File: config.mk
export PLATFORM = sky130hd
export DESIGN_NAME = pcs_pll_ctrl
export DESIGN_NICKNAME = d
export VERILOG_FILES = /design/src/design/pcs_pkg.sv /design/src/design/pcs_base_clk_sel.sv /design/src/design/pcs_pll_ctrl.sv /design/src/design/pcs_sync.sv
export SDC_FILE = /design/constraint.sdc
export NUM_CORES = 1
export LEC_CHECK = 0
export BUFFER_PORTS_ARGS = -buffer_cell sky130_fd_sc_hd__buf_4
export CAP_MARGIN = 20
export CORE_MARGIN = 2
export CORE_UTILIZATION = 34
export CTS_BUF_LIST = sky130_fd_sc_hd__clkbuf_8
export DETAILED_ROUTE_END_ITERATION = 10
export HOLD_SLACK_MARGIN = 0.06
export SKIP_LAST_GASP = 1
export SLEW_MARGIN = 10
export SYNTH_ARGS = -nofsm -noshare
export SYNTH_HDL_FRONTEND = slang
export SYNTH_HIERARCHICAL = 1
export SYNTH_SLANG_ARGS = --single-unit
File: constraint.sdc
create_clock -name clk_i -period 3.4 [get_ports clk_i]
set_clock_uncertainty 0.05 [all_clocks]
set_input_delay 0.17 -clock clk_i [delete_from_list [all_inputs] [get_ports clk_i]]
set_output_delay 0.17 -clock clk_i [all_outputs]
set_load 0.1 [all_outputs]
File: src/design/pcs_pkg.sv
package pcs_pkg;

    // register indices; byte address is four times the index
    localparam logic [5:0] PCS_IDX_CTRL = 6'h1c;
    localparam logic [5:0] PCS_IDX_BW   = 6'h1d;
    localparam logic [5:0] PCS_IDX_PROG = 6'h1e;

    // control register fields
    localparam int PCS_CTRL_IE   = 7;
    localparam int PCS_CTRL_FLAG = 6;
    localparam int PCS_CTRL_ON   = 5;
    localparam int PCS_CTRL_BCS  = 4;
    localparam logic [3:0] PCS_CTRL_UNUSED = 4'hf;

    // bandwidth register fields
    localparam int PCS_BW_AUTO = 7;
    localparam int PCS_BW_LOCK = 6;
    localparam int PCS_BW_TRK  = 5;

    // values after reset
    localparam logic       PCS_ON_RST   = 1'b1;
    localparam logic [3:0] PCS_MULT_RST = 4'h6;
    localparam logic [3:0] PCS_RANGE_RST = 4'h6;

    // source change waits this many edges of the crystal, and of the vco while it runs
    localparam logic [1:0] PCS_SW_EDGES = 2'h3;

    // nominal vco centre frequency in hertz
    localparam logic [26:0] PCS_F_NOM_HZ = 27'h04b0000;

    typedef enum logic [1:0] {
        PCS_SEL_IDLE   = 2'b01,
        PCS_SEL_SWITCH = 2'b10
    } pcs_sel_st_t;

    function automatic logic pcs_rise(input logic prev, input logic cur);
        return cur & ~prev;
    endfunction

    // a multiplier of zero behaves as one
    function automatic logic [3:0] pcs_eff_mult(input logic [3:0] n);
        return (n == 4'h0) ? 4'h1 : n;
    endfunction

endpackage

File: src/design/pcs_base_clk_sel.sv
`timescale 1ns/1ns
`default_nettype none
module pcs_base_clk_sel
    import pcs_pkg::*;
(
    // clock and reset
    input  wire logic clk_i,
    input  wire logic rst_i,
    // synchronised source clocks and vco run flag
    input  wire logic xtal_s_i,
    input  wire logic vco_s_i,
    input  wire logic vco_run_i,
    // selection
    input  wire logic sel_i,
    output logic      clk_o,
    output logic      busy_o
);
    typedef struct packed {
        pcs_sel_st_t st;
        logic        cur;
        logic        xprev;
        logic        vprev;
        logic [1:0]  xcnt;
        logic [1:0]  vcnt;
        logic        out;
    } pcs_csel_st_t;

    pcs_csel_st_t q, d;
    logic xr, vr;

    always_comb begin
        d       = q;
        xr      = pcs_rise(q.xprev, xtal_s_i);
        vr      = pcs_rise(q.vprev, vco_s_i);
        d.xprev = xtal_s_i;
        d.vprev = vco_s_i;
        case (q.st)
            PCS_SEL_IDLE: begin
                if (sel_i != q.cur) begin
                    d.st   = PCS_SEL_SWITCH;
                    d.xcnt = 2'h0;
                    d.vcnt = 2'h0;
                end else if (q.cur ? vr : xr) begin
                    d.out = ~q.out;
                end
            end
            PCS_SEL_SWITCH: begin
                // output frozen; a stopped vco must not hang the change
                if (xr && q.xcnt != PCS_SW_EDGES) d.xcnt = q.xcnt + 2'h1;
                if (vr && q.vcnt != PCS_SW_EDGES) d.vcnt = q.vcnt + 2'h1;
                if (q.xcnt == PCS_SW_EDGES && (q.vcnt == PCS_SW_EDGES || !vco_run_i)) begin
                    d.st  = PCS_SEL_IDLE;
                    d.cur = sel_i;
                end
            end
            default: d.st = PCS_SEL_IDLE;
        endcase
    end

    always_ff @(posedge clk_i) begin
        if (rst_i) begin
            q    <= '0;
            q.st <= PCS_SEL_IDLE;
        end else begin
            q <= d;
        end
    end

    assign clk_o  = q.out;
    assign busy_o = (q.st == PCS_SEL_SWITCH);

    property p_hold;
        @(posedge clk_i) disable iff (rst_i) busy_o |=> $stable(clk_o);
    endproperty
    a_hold: assert property (p_hold) else $error("base clock moved during switch");

    c_switch: cover property (@(posedge clk_i) disable iff (rst_i) $fell(busy_o));
endmodule
`default_nettype wire

File: src/design/pcs_pll_ctrl.sv
// The Wishbone slave port and the register offsets were decided locally.
`timescale 1ns/1ns
`default_nettype none
module pcs_pll_ctrl
    import pcs_pkg::*;
(
    // clock and reset
    input  wire logic        clk_i,
    input  wire logic        rst_i,
    // wishbone slave
    input  wire logic        wb_cyc_i,
    input  wire logic        wb_stb_i,
    input  wire logic        wb_we_i,
    input  wire logic [7:0]  wb_adr_i,
    input  wire logic [3:0]  wb_sel_i,
    input  wire logic [31:0] wb_dat_i,
    output logic      [31:0] wb_dat_o,
    output logic             wb_ack_o,
    // source clocks and stop request
    input  wire logic        crystal_clock_i,
    input  wire logic        vco_clock_i,
    input  wire logic        stop_i,
    // lock detector comparator levels
    input  wire logic        in_lock_tol_i,
    input  wire logic        out_unlock_tol_i,
    input  wire logic        in_trk_tol_i,
    input  wire logic        out_untrk_tol_i,
    // analog and clock controls
    output logic             pll_enable_o,
    output logic             filter_tracking_o,
    output logic      [3:0]  vco_range_o,
    output logic      [26:0] vco_centre_hz_o,
    output logic             vco_feedback_o,
    output logic             base_clock_out_o,
    output logic             clock_switching_o,
    output logic             lock_irq_o
);
    typedef struct packed {
        logic        ack;
        logic [7:0]  rdat;
        logic        lock_irq_enable;
        logic        lock_change_flag;
        logic        pll_power_on;
        logic        base_clock_select;
        logic        auto_bw;
        logic        lock;
        logic        trk_auto;
        logic        trk_man;
        logic        pll_en;
        logic        trk;
        logic [3:0]  mult;
        logic [3:0]  range;
        logic [3:0]  fb_cnt;
        logic        fb;
        logic        vco_prev;
        logic [26:0] centre;
    } pcs_ctrl_st_t;

    pcs_ctrl_st_t q, d;

    ////////////////////////////////////////////////////////////////////////////
    // synchronisers

    logic [5:0] sync_s;
    logic       xtal_s, vco_s, lock_in_s, unlock_s, trk_in_s, untrk_s;

    pcs_sync #(.W(6)) u_sync (
        .clk_i   (clk_i),
        .rst_i   (rst_i),
        .async_i ({crystal_clock_i, vco_clock_i, in_lock_tol_i, out_unlock_tol_i,
                   in_trk_tol_i, out_untrk_tol_i}),
        .sync_o  (sync_s)
    );

    assign {xtal_s, vco_s, lock_in_s, unlock_s, trk_in_s, untrk_s} = sync_s;

    ////////////////////////////////////////////////////////////////////////////
    // register access and control

    logic       acc, wr, rd;
    logic [5:0] idx;
    logic [7:0] wdat;
    logic [7:0] ctrl_rd, bw_rd;
    logic [4:0] fb_next;

    assign acc  = wb_cyc_i & wb_stb_i & ~q.ack;
    assign idx  = wb_adr_i[7:2];
    assign wdat = wb_dat_i[7:0];
    assign wr   = acc & wb_we_i & wb_sel_i[0];
    assign rd   = acc & ~wb_we_i;

    // manual mode hides enable and flag
    assign ctrl_rd = {q.auto_bw & q.lock_irq_enable, q.auto_bw & q.lock_change_flag,
                      q.pll_power_on, q.base_clock_select, PCS_CTRL_UNUSED};
    assign bw_rd   = {q.auto_bw, q.auto_bw & q.lock, q.trk, 5'h00};

    always_comb begin
        d       = q;
        fb_next = 5'h00;
        d.ack   = acc;
        d.rdat  = 8'h00;
        if (rd) begin
            case (idx)
                PCS_IDX_CTRL: d.rdat = ctrl_rd;
                PCS_IDX_BW:   d.rdat = bw_rd;
                PCS_IDX_PROG: d.rdat = {q.mult, q.range};
                default:      d.rdat = 8'h00;
            endcase
        end

        if (wr && idx == PCS_IDX_CTRL) begin
            if (q.auto_bw) d.lock_irq_enable = wdat[PCS_CTRL_IE];
            if (!(q.base_clock_select && !wdat[PCS_CTRL_ON])) begin
                d.pll_power_on = wdat[PCS_CTRL_ON];
            end
            // a write that moves power leaves the select alone
            if (d.pll_power_on == q.pll_power_on) begin
                if (!wdat[PCS_CTRL_BCS]) begin
                    d.base_clock_select = 1'b0;
                end else if (q.pll_power_on) begin
                    d.base_clock_select = 1'b1;
                end
            end
        end
        if (wr && idx == PCS_IDX_BW) begin
            d.auto_bw = wdat[PCS_BW_AUTO];
            // manual value kept aside while auto runs
            if (!q.auto_bw) d.trk_man = wdat[PCS_BW_TRK];
        end
        if (wr && idx == PCS_IDX_PROG) begin
            d.mult  = wdat[7:4];
            d.range = wdat[3:0];
        end

        if (d.range == 4'h0 || stop_i) d.base_clock_select = 1'b0;
        d.pll_en = d.pll_power_on & (d.range != 4'h0);
        d.centre = 27'(q.range * PCS_F_NOM_HZ);

        // lock detector with hysteresis between enter and leave tolerances
        if (q.auto_bw && q.pll_en) begin
            if (lock_in_s) d.lock = 1'b1;
            else if (unlock_s) d.lock = 1'b0;
            if (trk_in_s) d.trk_auto = 1'b1;
            else if (untrk_s) d.trk_auto = 1'b0;
        end else begin
            d.lock     = 1'b0;
            d.trk_auto = 1'b0;
        end
        d.trk = d.auto_bw ? d.trk_auto : d.trk_man;

        // flag: a toggle in the same cycle as the read wins
        if (rd && idx == PCS_IDX_CTRL) d.lock_change_flag = 1'b0;
        if (q.auto_bw && d.lock != q.lock) d.lock_change_flag = 1'b1;
        if (!q.auto_bw) d.lock_change_flag = 1'b0;

        // modulo feedback divider, one pulse per N vco edges
        d.vco_prev = vco_s;
        d.fb       = 1'b0;
        if (q.pll_en && pcs_rise(q.vco_prev, vco_s)) begin
            fb_next = {1'b0, q.fb_cnt} + 5'h01;
            if (fb_next >= {1'b0, pcs_eff_mult(q.mult)}) begin
                d.fb_cnt = 4'h0;
                d.fb     = 1'b1;
            end else begin
                d.fb_cnt = fb_next[3:0];
            end
        end
    end

    always_ff @(posedge clk_i) begin
        if (rst_i) begin
            q              <= '0;
            q.pll_power_on <= PCS_ON_RST;
            q.pll_en       <= PCS_ON_RST;
            q.mult         <= PCS_MULT_RST;
            q.range        <= PCS_RANGE_RST;
        end else begin
            q <= d;
        end
    end

    ////////////////////////////////////////////////////////////////////////////
    // base clock selector

    pcs_base_clk_sel u_clk_sel (
        .clk_i     (clk_i),
        .rst_i     (rst_i),
        .xtal_s_i  (xtal_s),
        .vco_s_i   (vco_s),
        .vco_run_i (q.pll_en),
        .sel_i     (q.base_clock_select),
        .clk_o     (base_clock_out_o),
        .busy_o    (clock_switching_o)
    );

    assign wb_ack_o          = q.ack;
    assign wb_dat_o          = {24'h000000, q.rdat};
    assign pll_enable_o      = q.pll_en;
    assign filter_tracking_o = q.trk;
    assign vco_range_o       = q.range;
    assign vco_centre_hz_o   = q.centre;
    assign vco_feedback_o    = q.fb;
    // interrupts exist only in auto mode
    assign lock_irq_o = q.auto_bw & q.lock_irq_enable & q.lock_change_flag;

    ////////////////////////////////////////////////////////////////////////////
    // assertions

    property p_irq_manual;
        @(posedge clk_i) disable iff (rst_i) !q.auto_bw |-> !lock_irq_o;
    endproperty
    a_irq_manual: assert property (p_irq_manual) else $error("irq in manual mode");

    property p_bcs_needs_on;
        @(posedge clk_i) disable iff (rst_i) q.base_clock_select |-> q.pll_power_on;
    endproperty
    a_bcs_needs_on: assert property (p_bcs_needs_on) else $error("vco selected while off");

    property p_on_hold;
        @(posedge clk_i) disable iff (rst_i)
            (q.base_clock_select && wr && idx == PCS_IDX_CTRL) |=> q.pll_power_on;
    endproperty
    a_on_hold: assert property (p_on_hold) else $error("power cleared while vco selected");

    property p_no_joint;
        @(posedge clk_i) disable iff (rst_i)
            $changed(q.pll_power_on) |-> !$rose(q.base_clock_select);
    endproperty
    a_no_joint: assert property (p_no_joint) else $error("power and select changed together");

    property p_flag_set;
        @(posedge clk_i) disable iff (rst_i)
            ($past(q.auto_bw) && $changed(q.lock)) |-> q.lock_change_flag;
    endproperty
    a_flag_set: assert property (p_flag_set) else $error("lock toggle did not set flag");

    property p_range0;
        @(posedge clk_i) disable iff (rst_i)
            (q.range == 4'h0) |-> (!q.base_clock_select && !pll_enable_o);
    endproperty
    a_range0: assert property (p_range0) else $error("zero range left pll usable");

    property p_stop;
        @(posedge clk_i) disable iff (rst_i) stop_i |=> !q.base_clock_select;
    endproperty
    a_stop: assert property (p_stop) else $error("stop left vco selected");

    property p_manual_lock;
        @(posedge clk_i) disable iff (rst_i) !q.auto_bw |=> (bw_rd[PCS_BW_LOCK] == 1'b0);
    endproperty
    a_manual_lock: assert property (p_manual_lock) else $error("lock shown in manual mode");

    property p_lock_manual;
        @(posedge clk_i) disable iff (rst_i)
            !q.auto_bw |=> !q.lock;
    endproperty
    a_lock_manual: assert property (p_lock_manual) else $error("lock held in manual mode");

    property p_irq_toggle;
        @(posedge clk_i) disable iff (rst_i)
            (q.auto_bw && q.lock_irq_enable && $past(q.auto_bw) && $changed(q.lock))
                |-> lock_irq_o;
    endproperty
    a_irq_toggle: assert property (p_irq_toggle) else $error("lock toggle raised no irq");

    property p_man_trk_set;
        @(posedge clk_i) disable iff (rst_i)
            (!q.auto_bw && wr && idx == PCS_IDX_BW && !wdat[PCS_BW_AUTO] && wdat[PCS_BW_TRK])
                |=> filter_tracking_o;
    endproperty
    a_man_trk_set: assert property (p_man_trk_set) else $error("manual tracking not applied");

    property p_man_acq_set;
        @(posedge clk_i) disable iff (rst_i)
            (!q.auto_bw && wr && idx == PCS_IDX_BW && !wdat[PCS_BW_AUTO] && !wdat[PCS_BW_TRK])
                |=> !filter_tracking_o;
    endproperty
    a_man_acq_set: assert property (p_man_acq_set) else $error("manual acquisition not applied");

    property p_lock_set;
        @(posedge clk_i) disable iff (rst_i)
            (q.auto_bw && q.pll_en && lock_in_s) |=> q.lock;
    endproperty
    a_lock_set: assert property (p_lock_set) else $error("lock not set inside tolerance");

    property p_lock_clear;
        @(posedge clk_i) disable iff (rst_i)
            (q.auto_bw && q.pll_en && !lock_in_s && unlock_s) |=> !q.lock;
    endproperty
    a_lock_clear: assert property (p_lock_clear) else $error("lock kept outside tolerance");

    property p_trk_set;
        @(posedge clk_i) disable iff (rst_i)
            (q.auto_bw && q.pll_en && trk_in_s) |=> q.trk_auto;
    endproperty
    a_trk_set: assert property (p_trk_set) else $error("tracking not set in auto mode");

    property p_flag_rd_clear;
        @(posedge clk_i) disable iff (rst_i)
            (rd && idx == PCS_IDX_CTRL) ##1 $stable(q.lock) |-> !q.lock_change_flag;
    endproperty
    a_flag_rd_clear: assert property (p_flag_rd_clear) else $error("flag survived read");

    property p_select_refused;
        @(posedge clk_i) disable iff (rst_i)
            (wr && idx == PCS_IDX_CTRL && !q.pll_power_on) |=> !q.base_clock_select;
    endproperty
    a_select_refused: assert property (p_select_refused) else $error("select taken while off");

    property p_power_write_alone;
        @(posedge clk_i) disable iff (rst_i)
            (wr && idx == PCS_IDX_CTRL && !q.base_clock_select
             && wdat[PCS_CTRL_ON] != q.pll_power_on) |=> !q.base_clock_select;
    endproperty
    a_power_write_alone: assert property (p_power_write_alone) else $error("joint write");

    property p_fb_off;
        @(posedge clk_i) disable iff (rst_i)
            !q.pll_en |=> !vco_feedback_o;
    endproperty
    a_fb_off: assert property (p_fb_off) else $error("feedback pulse with pll off");

    c_flag: cover property (@(posedge clk_i) disable iff (rst_i) $rose(lock_irq_o));
    c_vco_sel: cover property (@(posedge clk_i) disable iff (rst_i) $rose(q.base_clock_select));
    c_fb: cover property (@(posedge clk_i) disable iff (rst_i) q.fb);
endmodule
`default_nettype wire

File: src/design/pcs_sync.sv
`timescale 1ns/1ns
`default_nettype none
module pcs_sync
    import pcs_pkg::*;
#(
    parameter int W = 6
) (
    // clock and reset
    input  wire logic         clk_i,
    input  wire logic         rst_i,
    // levels
    input  wire logic [W-1:0] async_i,
    output logic      [W-1:0] sync_o
);
    typedef struct packed {
        logic [W-1:0] stg1;
        logic [W-1:0] stg2;
    } pcs_sync_st_t;

    pcs_sync_st_t q, d;

    always_comb begin
        d      = q;
        d.stg1 = async_i;
        d.stg2 = q.stg1;
    end

    always_ff @(posedge clk_i) begin
        if (rst_i) begin
            q <= '0;
        end else begin
            q <= d;
        end
    end

    assign sync_o = q.stg2;
endmodule
`default_nettype wire

==> flow_summary.ini, run 1 <==
[yosys]
synth_area_per_cell_um2 = 9.81
synth_area_leaders = dfxtp_1 37%, buf_4 13%, ha_1 7.0%
yosysTopAreaCellShare_pct = 37.2
synthArstFlopShare_pct = 0
syn-cell-area_mm2 = 0.00355
yosysUniqueCellTypes = 70
synth_edf_count = 0
yosys_warnings = 6
ys_ff_latch = 66
syn_inst = 362
yosys.area.top_type = dfxtp_1
synthFlopType = dfxtp_1
ys_seq_area_share_pct = 37.2

[hold_path]
hp-class = in -> reg

[run_status]
status = complete, no violations

[route]
drtPass1Iterations = 4
wl_mm = 6.63
dr_wl_met3_um = 336
drt_iter0_markers = 89
num_vias = 2457
ant_nets = 0
drc = 0
wl_per_cell_um = 12.0
wl_met2_mm = 2.98
top_layer = met4
drt-met1-wl_mm = 3.20
viasPerCell = 4.45

[floorplan]
ioPinCount = 126
die_y_um = 106
core_mm2 = 0.0102
die_area_mm2 = 0.0113
die_w_um = 106
initial_core_util_pct = 34.7
rows = 37

[timing]
setup_viol = 0
tightest_slew_ns = 0.882
rsz0062_at_grt = no
hold_viol = 0
setup_tns_ns = 0
fmax_mhz = 382
timing.final.crit_share_pct = 77.0
slew_headroom_pct = 41.0
period_minus_slack_ns = 2.62
maxSlewViolCount = 0

[pwr]
p_leak_uw = 0.00183
ir_drop_v = 0.000190
powerDensity_mw_per_mm2 = 420

[final_layout]
fin_cells = 552
fin_nets = 488
antennaDiodeCount = 0
fin_util_pct = 39.9
area_growth_pct = 15.0
drive_gt1_share_pct = 25.5

[worst_setup_path]
reg2reg_from = vco_range_o[3]
crit_end = vco_centre_hz_o[25]
critPathCaptureType = register
r2r-end = vco_centre_hz_o[25]
reg2reg_depth = 8
cp-startpoint = vco_range_o[3]
arrival_ns = 2.77
start_kind = register
r2r_setup_slack_ns = 0.78
worstPathRequired_ns = 3.55
crit_type = reg -> reg
crit_fanout = 8

[clocking]
cts_made_buffers = 9
cts.clk_slew.worst_paths_ns = 0.08
cts.sinks = 66
tritoncts = done
clockBufferDepth = 2
ctsResizeCount = 0
root_buffer = clkbuf_8
cts_setup_buffers = 0
insertion_delay_ns = 0.34
cts_max_level = 3

[placement]
post-place-cells = 520
io_buffers = 56
routabilityCongestion = 0.775
dp_hpwl_mm = 4.74

[global_routing]
grt_overflow = 0
grt_use_total_pct = 12.2
grt_pass1_wl_mm = 11.0
antenna_found_initial = 0
grt_max_degree = 56
grt_pass1_vias = 2355

[flow_run]
max_cap_violations = 0
layout make-up:
cell class              instances  area (um^2)
well taps                     136          170
clock inverters                 7         53.8
multi-input cells             247         1780
clock buffers                   9          124
flip-flops and latches         66         1320
repair buffers                 72          581
fillers                      1008         6150
inverters                      15         56.3
worst max-delay path, cell delays in order, from the launching register on:
cell and delay, ns:
dfxtp_1 0.54, ha_1 0.32, fa_1 0.40, ha_1 0.33, a31o_2 0.24, a21oi_1 0.26
o22ai_1 0.16, xnor2_1 0.15, nor2_1 0.05
state kept, by name, summed over array words and instances (netlist names):
name and flops:
q 14, vco_centre_hz_o 11, u_clk_sel/q 9, wb_dat_o 8, u_sync/d 6, u_sync/sync_o 6, vco_range_o 4, ctrl_rd 2
bw_rd 1, filter_tracking_o 1, pll_enable_o 1, u_clk_sel/clk_o 1, vco_feedback_o 1, wb_ack_o 1
synthesized netlist by cell type (3+ instances only):
master,n
a21oi_1,14
and2_1,3
nand2b_1,6
xor2_1,3
nor2_1,29
o211ai_1,4
o21bai_1,4
nand2_1,10
inv_1,14
and2b_2,3
nor2b_1,11
nor4_1,5
xnor2_1,7
buf_4,63
nor2b_2,10
a31o_2,3
mux2i_1,10
ha_1,20
dfxtp_1,66
o21ai_0,5
and3_1,3
nand3_1,4
worst min path at each step:
| stage | startpoint | end | depth (start not counted) |
|---|---|---|---|
| CTS | wb_we_i | wb_dat_o[6] | 4 |
| global placement | vco_clock_i | u_sync/d[4] | 2 |
| global route | wb_stb_i | wb_ack_o | 3 |
| floorplan | out_untrk_tol_i | u_sync/d[0] | 1 |
| detailed placement | vco_clock_i | u_sync/d[4] | 2 |
| finish | wb_stb_i | wb_ack_o | 3 |
routing by layer:
layer / track usage [%] / vias up
met5: 0 / -
met3: 2.51 / 10
met4: 4.79 / 0
met1: 16.3 / 1125
li1: - / 1242
met2: 19.2 / 80
kinds of logic after synthesis:
kind of cell	after synthesis	synth area share [%]
AO/OA/AOI/OAI	56	11.3
XOR/XNOR	11	2.93
adder cells (fa/ha/maj)	21	7.61
buffers and inverters	88	16.9
flip-flops	66	37.2
multiplexers	13	3.98
other	1	0.106
AND/OR/NAND/NOR	106	20.0
metrics by stage:
| stage | area (um^2) | hold WS [ns] | power, uW | setup WS, ns |
|---|---|---|---|---|
| after floorplan | 3700 | 0.249 | 1120 | 1.14 |
| after global placement | 3740 | 0.333 | 1120 | 0.880 |
| after detailed placement | 3740 | 0.335 | 1120 | 0.844 |
| after CTS | 4080 | 0.132 | 1730 | 0.821 |
| after global routing | 4080 | 0.142 | 1790 | 0.614 |
| final | 4080 | 0.144 | 1710 | 0.781 |
cell usage in the layout, fill, tap and decap left out, drive strengths merged, types with 4 or more instances in the layout:
cell type / count
o21bai: 4
dfxtp: 66
buf: 56
o21ai: 5
clkbuf: 9
inv: 16
nand3: 4
nand2: 11
mux2i: 10
dlygate4sd3: 16
o211ai: 4
nor2: 30
ha: 20
a21oi: 14
nand2b: 6
nor4: 6
nor2b: 23
a31o: 4
xnor2: 8
conb: 40
power by group:
| group | internal (uW) | switching (uW) |
|---|---|---|
| Combinational | 60.3 | 267 |
| Sequential | 785 | 5.29 |
| Clock | 269 | 327 |
what timing repair did:
item | CTS | global route
hold buffers | 16 | 0
setup endpoints to repair | 0 | 0
endpoints found under the hold margin | 20 | 0
Power figures use the tool's default switching activity.
==> inputs of run 2 (changes only) <==
--- a/config.mk
+++ b/config.mk
@@ -5,6 +5,7 @@
 export SDC_FILE = /design/constraint.sdc
 export NUM_CORES = 1
 export LEC_CHECK = 0
+export ABC_AREA = 1
 export BUFFER_PORTS_ARGS = -buffer_cell sky130_fd_sc_hd__buf_4
 export CAP_MARGIN = 20
 export CORE_MARGIN = 2
==> constraint.sdc (replaced) <==
create_clock -name clk_i -period 2.6 [get_ports clk_i]
set_clock_uncertainty 0.05 [all_clocks]
set_input_delay 0.13 -clock clk_i [delete_from_list [all_inputs] [get_ports clk_i]]
set_output_delay 0.13 -clock clk_i [all_outputs]
set_load 0.1 [all_outputs]
==> flow_summary.ini, run 2 <==
[run_status]
status = complete, no violations

[route]
num_vias = 2807
drc = 0
wl_mm = 6.83
wl_per_cell_um = 10.1
ant_nets = 0
drtPass1Iterations = 4
viasPerCell = 4.14
drt_iter0_markers = 147

[timing]
rsz0062_at_grt = no
fmax_mhz = 444
period_minus_slack_ns = 2.25
setup_viol = 0
holdWs_ns = 0.116
hold_viol = 0
tightest_slew_ns = 0.570
maxSlewViolCount = 0
timing.final.crit_share_pct = 86.5
setup_tns_ns = 0
slew_headroom_pct = 62.0

[clocking]
cts.clk_slew.worst_paths_ns = 0.08
tritoncts = done
cts_setup_buffers = 0
clockBufferDepth = 2
cts_max_level = 3
cts_made_buffers = 9
root_buffer = clkbuf_8
cts.sinks = 66
insertion_delay_ns = 0.34

[final_layout]
antennaDiodeCount = 0
mostFrequentLayoutCells = 72 x nand2_1, 71 x inv_1, 66 x dfxtp_1, 57 x nor2_1, 57 x buf_4
regArea_mm2 = 0.00132
final_common_cell = nand2_1
top_register = q
drive_gt1_share_pct = 20.1
fin_nets = 614
area_growth_pct = 16.3
multi_input_area_mm2 = 0.00166
largest_register_ffs = 14
num-fill-cells = 1073

[placement]
dp_hpwl_mm = 5.14
routabilityCongestion = 0.769
io_buffers = 56

[yosys]
yosysUniqueCellTypes = 38
syn-cell-area_mm2 = 0.00366
yosys.area.top_type = dfxtp_1
synthFlopType = dfxtp_1
synth_area_leaders = dfxtp_1 36%, buf_4 13%, nand2_1 7.4%
yosysTopAreaCellShare_pct = 36.1
ys_seq_area_share_pct = 36.1
yosys_warnings = 6
synth_edf_count = 0
synth_xor_area_share_pct = 0.958
synthArstFlopShare_pct = 0
synthAdderAreaFrac_pct = 7.39
syn_inst = 482
synth_compound_area_share_pct = 7.11
synthSimpleGateAreaFrac_pct = 25.1
synth_area_per_cell_um2 = 7.59
yosys-top-cells-count = 72 x nand2_1, 71 x inv_1, 66 x dfxtp_1, 63 x buf_4, 57 x nor2_1
synthMuxAreaShare_pct = 0.581
ys_ff_latch = 66
yosysMostFrequentCell = nand2_1
synth_top_family_by_area = simple AND/OR/NAND/NOR gates

[flow_run]
max_cap_violations = 0

[worst_setup_path]
cp_slowest_cell = dfxtp_1
cpLargestDelayFamily = adder cells
start_kind = register
crit_fanout = 8
path_buf_inv = 0
arrival_ns = 2.44
worstPathRequired_ns = 2.79
critPathCaptureType = register
cp_common_cell = nand2_1
cp_cell_sequence = ha_1 -> fa_1 -> ha_1 -> nand3_1 -> nand2_1 -> nand4_1 -> nand2_1 -> nand2_1 -> nand2_1 -> nor2_1
max_stage_delay_ns = 0.49
crit_type = reg -> reg

[global_routing]
grt_use_total_pct = 12.6
grt_pass1_wl_mm = 11.3
grt_max_degree = 32
grt_overflow = 0
antenna_found_initial = 0
grt_pass1_vias = 2543

[pwr]
total_power_uw = 2330
ir_drop_v = 0.000212
powerDensity_mw_per_mm2 = 547
p_leak_uw = 0.00220

[floorplan]
die_y_um = 108
die_w_um = 108
initial_core_util_pct = 35.3
rows = 37
core_mm2 = 0.0104
die_area_mm2 = 0.0116
ioPinCount = 126

[hold_path]
hp-class = in -> reg
## run 2: changes by cell type after synthesis, moves of 10 or more
cell	change
a21oi_1	+15
inv_1	+57
nand2_1	+62
nand3_1	+18
nor2_1	+28
nor2b_1	-11
nor2b_2	-10
## run 2: logic make-up (layout without fill, tap and decap cells)
kind of cell,after synthesis,in the layout
adder cells (fa/ha/maj),21,21
AO/OA/AOI/OAI,49,49
buffers and inverters,150,171
XOR/XNOR,4,4
flip-flops,66,66
other,1,40
multiplexers,2,2
AND/OR/NAND/NOR,189,189
## run 2: path summary, 6_finish.rpt
| check | from | endpoint | slack, ns | cells after the start |
|---|---|---|---|---|
| worst max-delay path | vco_range_o[3] | vco_centre_hz_o[25] | 0.35 | 10 |
| worst min-delay path | rst_i | u_sync/d[1] | 0.12 | 2 |
| worst max register to register | vco_range_o[3] | vco_centre_hz_o[25] | 0.35 | 10 |
| worst min register to register | u_sync/d[5] | u_sync/sync_o[5] | 0.35 | 2 |
## run 2: repair_timing
item,in CTS,in global routing
hold endpoints to repair,17,0
hold buffers,17,0
resized for setup,0,0
## run 2: power by group
part	switching, uW	internal, uW	total (uW)	leakage, uW
clock	408	470	879	0.000103
sequential	6.52	1030	1030	0.000537
combinational	351	67.1	418	0.00156
## run 2: metal layers
metal	part of all wire (%)	track usage (%)	wire [um]	up-vias
li1	-	-	-	1502
met1	45	15.2	3110	1219
met2	47	20.5	3230	73
met3	5.0	3.39	339	13
met4	2.3	6.23	159	0
met5	0	0	0	-
## run 2: cell type report
cell class / instances / share of cell area [%]
Timing Repair Buffer: 74 / 14.1
Clock inverter: 6 / 1.53
Multi-Input combinational cell: 305 / 38.9
Sequential cell: 66 / 31.0
Tap cell: 136 / 4.00
Clock buffer: 10 / 3.23
Inverter: 81 / 7.26
## run 2: worst reg2reg max path, stage by stage (launching register included)
cell and delay, ns:
dfxtp_1 0.49, ha_1 0.31, fa_1 0.40, ha_1 0.34, nand3_1 0.09, nand2_1 0.14
nand4_1 0.09, nand2_1 0.09, nand2_1 0.05, nand2_1 0.06, nor2_1 0.04
## run 2: stage by stage
step	instances	setup WS [ns]	util, %	cell area [um^2]
6_report	678	0.350	41.0	4260
5_1_grt	678	0.0882	41.0	4260
4_1_cts	678	0.328	41.0	4260
3_5_place_dp	645	0.343	37.5	3880
3_3_place_gp	645	0.371	37.5	3880
2_1_floorplan	521	0.533	-	3800
==> inputs of run 3 (changes only) <==
--- a/config.mk
+++ b/config.mk
@@ -17,5 +17,4 @@
 export SLEW_MARGIN = 10
 export SYNTH_ARGS = -nofsm -noshare
 export SYNTH_HDL_FRONTEND = slang
-export SYNTH_HIERARCHICAL = 1
 export SYNTH_SLANG_ARGS = --single-unit
==> flow_summary.ini, run 3 <==
[placement]
placed_cell_area_mm2 = 0.00376
io_buffers = 56
routabilityCongestion = 0.881
dp_hpwl_mm = 5.17

[worst_setup_path]
r2r_setup_slack_ns = 0.34
crit_type = reg -> reg
reg2reg_depth = 11
start_kind = register
crit_fanout = 9
r2r-end = vco_centre_hz_o[23]
arrival_ns = 2.49
reg2reg_from = vco_range_o[2]
critPathCaptureType = register
cp-startpoint = vco_range_o[2]
worstPathRequired_ns = 2.82

[clocking]
root_buffer = clkbuf_8
cts_setup_buffers = 0
cts.sinks = 65
cts.clk_slew.worst_paths_ns = 0.07
tritoncts = done
clockBufferDepth = 2
ctsResizeCount = 0
cts_made_buffers = 9
cts_max_level = 3
insertion_delay_ns = 0.34
cts_hold_buffers = 11

[global_routing]
grt_pass1_vias = 2496
grt_overflow = 0
grt_use_total_pct = 12.5
grt_pass1_wl_mm = 11.3
antenna_found_initial = 0
grt_max_degree = 32

[yosys]
synth_area_per_cell_um2 = 7.56
syn_inst = 467
yosysTopAreaCellShare_pct = 36.8
synth_area_leaders = dfxtp_1 37%, buf_4 13%, inv_1 8.0%
synthSimpleGateAreaFrac_pct = 21.0
synthFlopType = dfxtp_1
yosysUniqueCellTypes = 37
synth_compound_area_share_pct = 10.9
yosys.area.top_type = dfxtp_1
synth_top_family_by_area = buffers and inverters
ys_seq_area_share_pct = 36.8
synthAdderAreaFrac_pct = 7.65
yosysMostFrequentCell = inv_1
synthMuxAreaShare_pct = 0
ys_ff_latch = 65
synth_xor_area_share_pct = 0.744
yosys-top-cells-count = 75 x inv_1, 70 x nand2_1, 65 x dfxtp_1, 63 x buf_4, 47 x nor2_1
synth_edf_count = 0
synthArstFlopShare_pct = 0
syn-cell-area_mm2 = 0.00353
yosys_warnings = 0

[timing]
slew_headroom_pct = 47.9
hold_viol = 0
setup_viol = 0
maxSlewViolCount = 0
tightest_slew_ns = 0.781
period_minus_slack_ns = 2.26
fmax_mhz = 442
setup_tns_ns = 0
timing.final.crit_share_pct = 87.0
holdWs_ns = 0.0692
rsz0062_at_grt = no

[final_layout]
antennaDiodeCount = 0
drive_gt1_share_pct = 16.0
mostFrequentLayoutCells = 79 x inv_1, 70 x nand2_1, 65 x dfxtp_1, 57 x buf_4, 47 x nor2_1
area_growth_pct = 15.4
num-fill-cells = 1088
fin_nets = 591
fin_util_pct = 40.0
design_area_mm2 = 0.00408
largest_register_ffs = 13
final_common_cell = inv_1
top_register = q

[pwr]
powerDensity_mw_per_mm2 = 571
clockPowerShare_pct = 38.0
switchingPower_uw = 725
seqPwrFrac_pct = 43.9
swShare_pct = 31.1
power_frac_comb_pct = 18.2
internal_power_uw = 1600
total_power_uw = 2330
p_leak_uw = 0.00213
ir_drop_v = 0.000318

[floorplan]
initial_core_util_pct = 34.7
ioPinCount = 126
die_area_mm2 = 0.0112
die_w_um = 106
die_y_um = 106
core_mm2 = 0.0102
rows = 37

[run_status]
status = complete, no violations

[hold_path]
hp-start = wb_dat_i[7]
hp-class = in -> reg
whs_path_depth = 3
hold_end = q[50]

[route]
wl_per_cell_um = 10.4
drt_iter0_markers = 132
ant_nets = 0
drtPass1Iterations = 4
viasPerCell = 4.29
wl_mm = 6.79
drc = 0
num_vias = 2808

[flow_run]
max_cap_violations = 0
run 3: cell count changes after synthesis, sizes merged, moves of 3 or more:
| cell | change |
|---|---|
| a22oi | +3 |
| inv | -4 |
| nor2 | -13 |
| nand4 | +3 |
| o21ai | +6 |
| nand2 | -10 |
| nand3b | -3 |
run 3: how the worst max path moves through the flow:
stage / to / cells after the start
floorplan: u_clk_sel.q[2] / 7
global placement: vco_centre_hz_o[24] / 10
global route: vco_centre_hz_o[23] / 11
CTS: vco_centre_hz_o[23] / 11
finish: vco_centre_hz_o[23] / 11
detailed placement: vco_centre_hz_o[23] / 11
run 3: critical path, stage by stage (launching register included):
cell      delay, ns
dfxtp_1        0.55
ha_1           0.30
inv_1          0.08
fa_1           0.19
inv_1          0.05
ha_1           0.32
nand3_1        0.09
nand2_1        0.13
inv_1          0.06
o21bai_1       0.16
o21ai_0        0.10
a21oi_1        0.15
run 3: cell type report:
type	instances	area (um^2)	area share, %
multi-input combinational	294	1580	38.7
clock inverter	7	80.1	1.96
timing repair buffer	68	538	13.2
inverter	76	285	7.00
clock buffer	9	124	3.04
sequential	65	1300	31.9
tap	136	170	4.17
run 3: kinds of logic after synthesis:
kind of cell,after synthesis
flip-flops,65
AO/OA/AOI/OAI,68
XOR/XNOR,3
AND/OR/NAND/NOR,162
buffers and inverters,147
adder cells (fa/ha/maj),21
other,1
run 3: per-stage QoR:
stage	std cells	worst slack, ns
after floorplan	506	0.0624
after global placement	628	0.391
after detailed placement	628	0.336
after CTS	655	0.312
after global routing	655	0.156
final	655	0.337
run 3: power groups by stage:
stage / Sequential, uW / Combinational (uW) / Clock, uW
floorplan: 1050 / 394 / 0
global placement: 1040 / 408 / 0
detailed placement: 1040 / 411 / 0
CTS: 1020 / 425 / 914
global route: 1020 / 444 / 954
finish: 1020 / 423 / 885
run 3: layer usage:
| layer | GRT usage, % | wire length (um) |
|---|---|---|
| met5 | 0 | 0 |
| met4 | 6.30 | 143 |
| met3 | 2.33 | 372 |
| met2 | 21.2 | 3250 |
| met1 | 15.1 | 3020 |
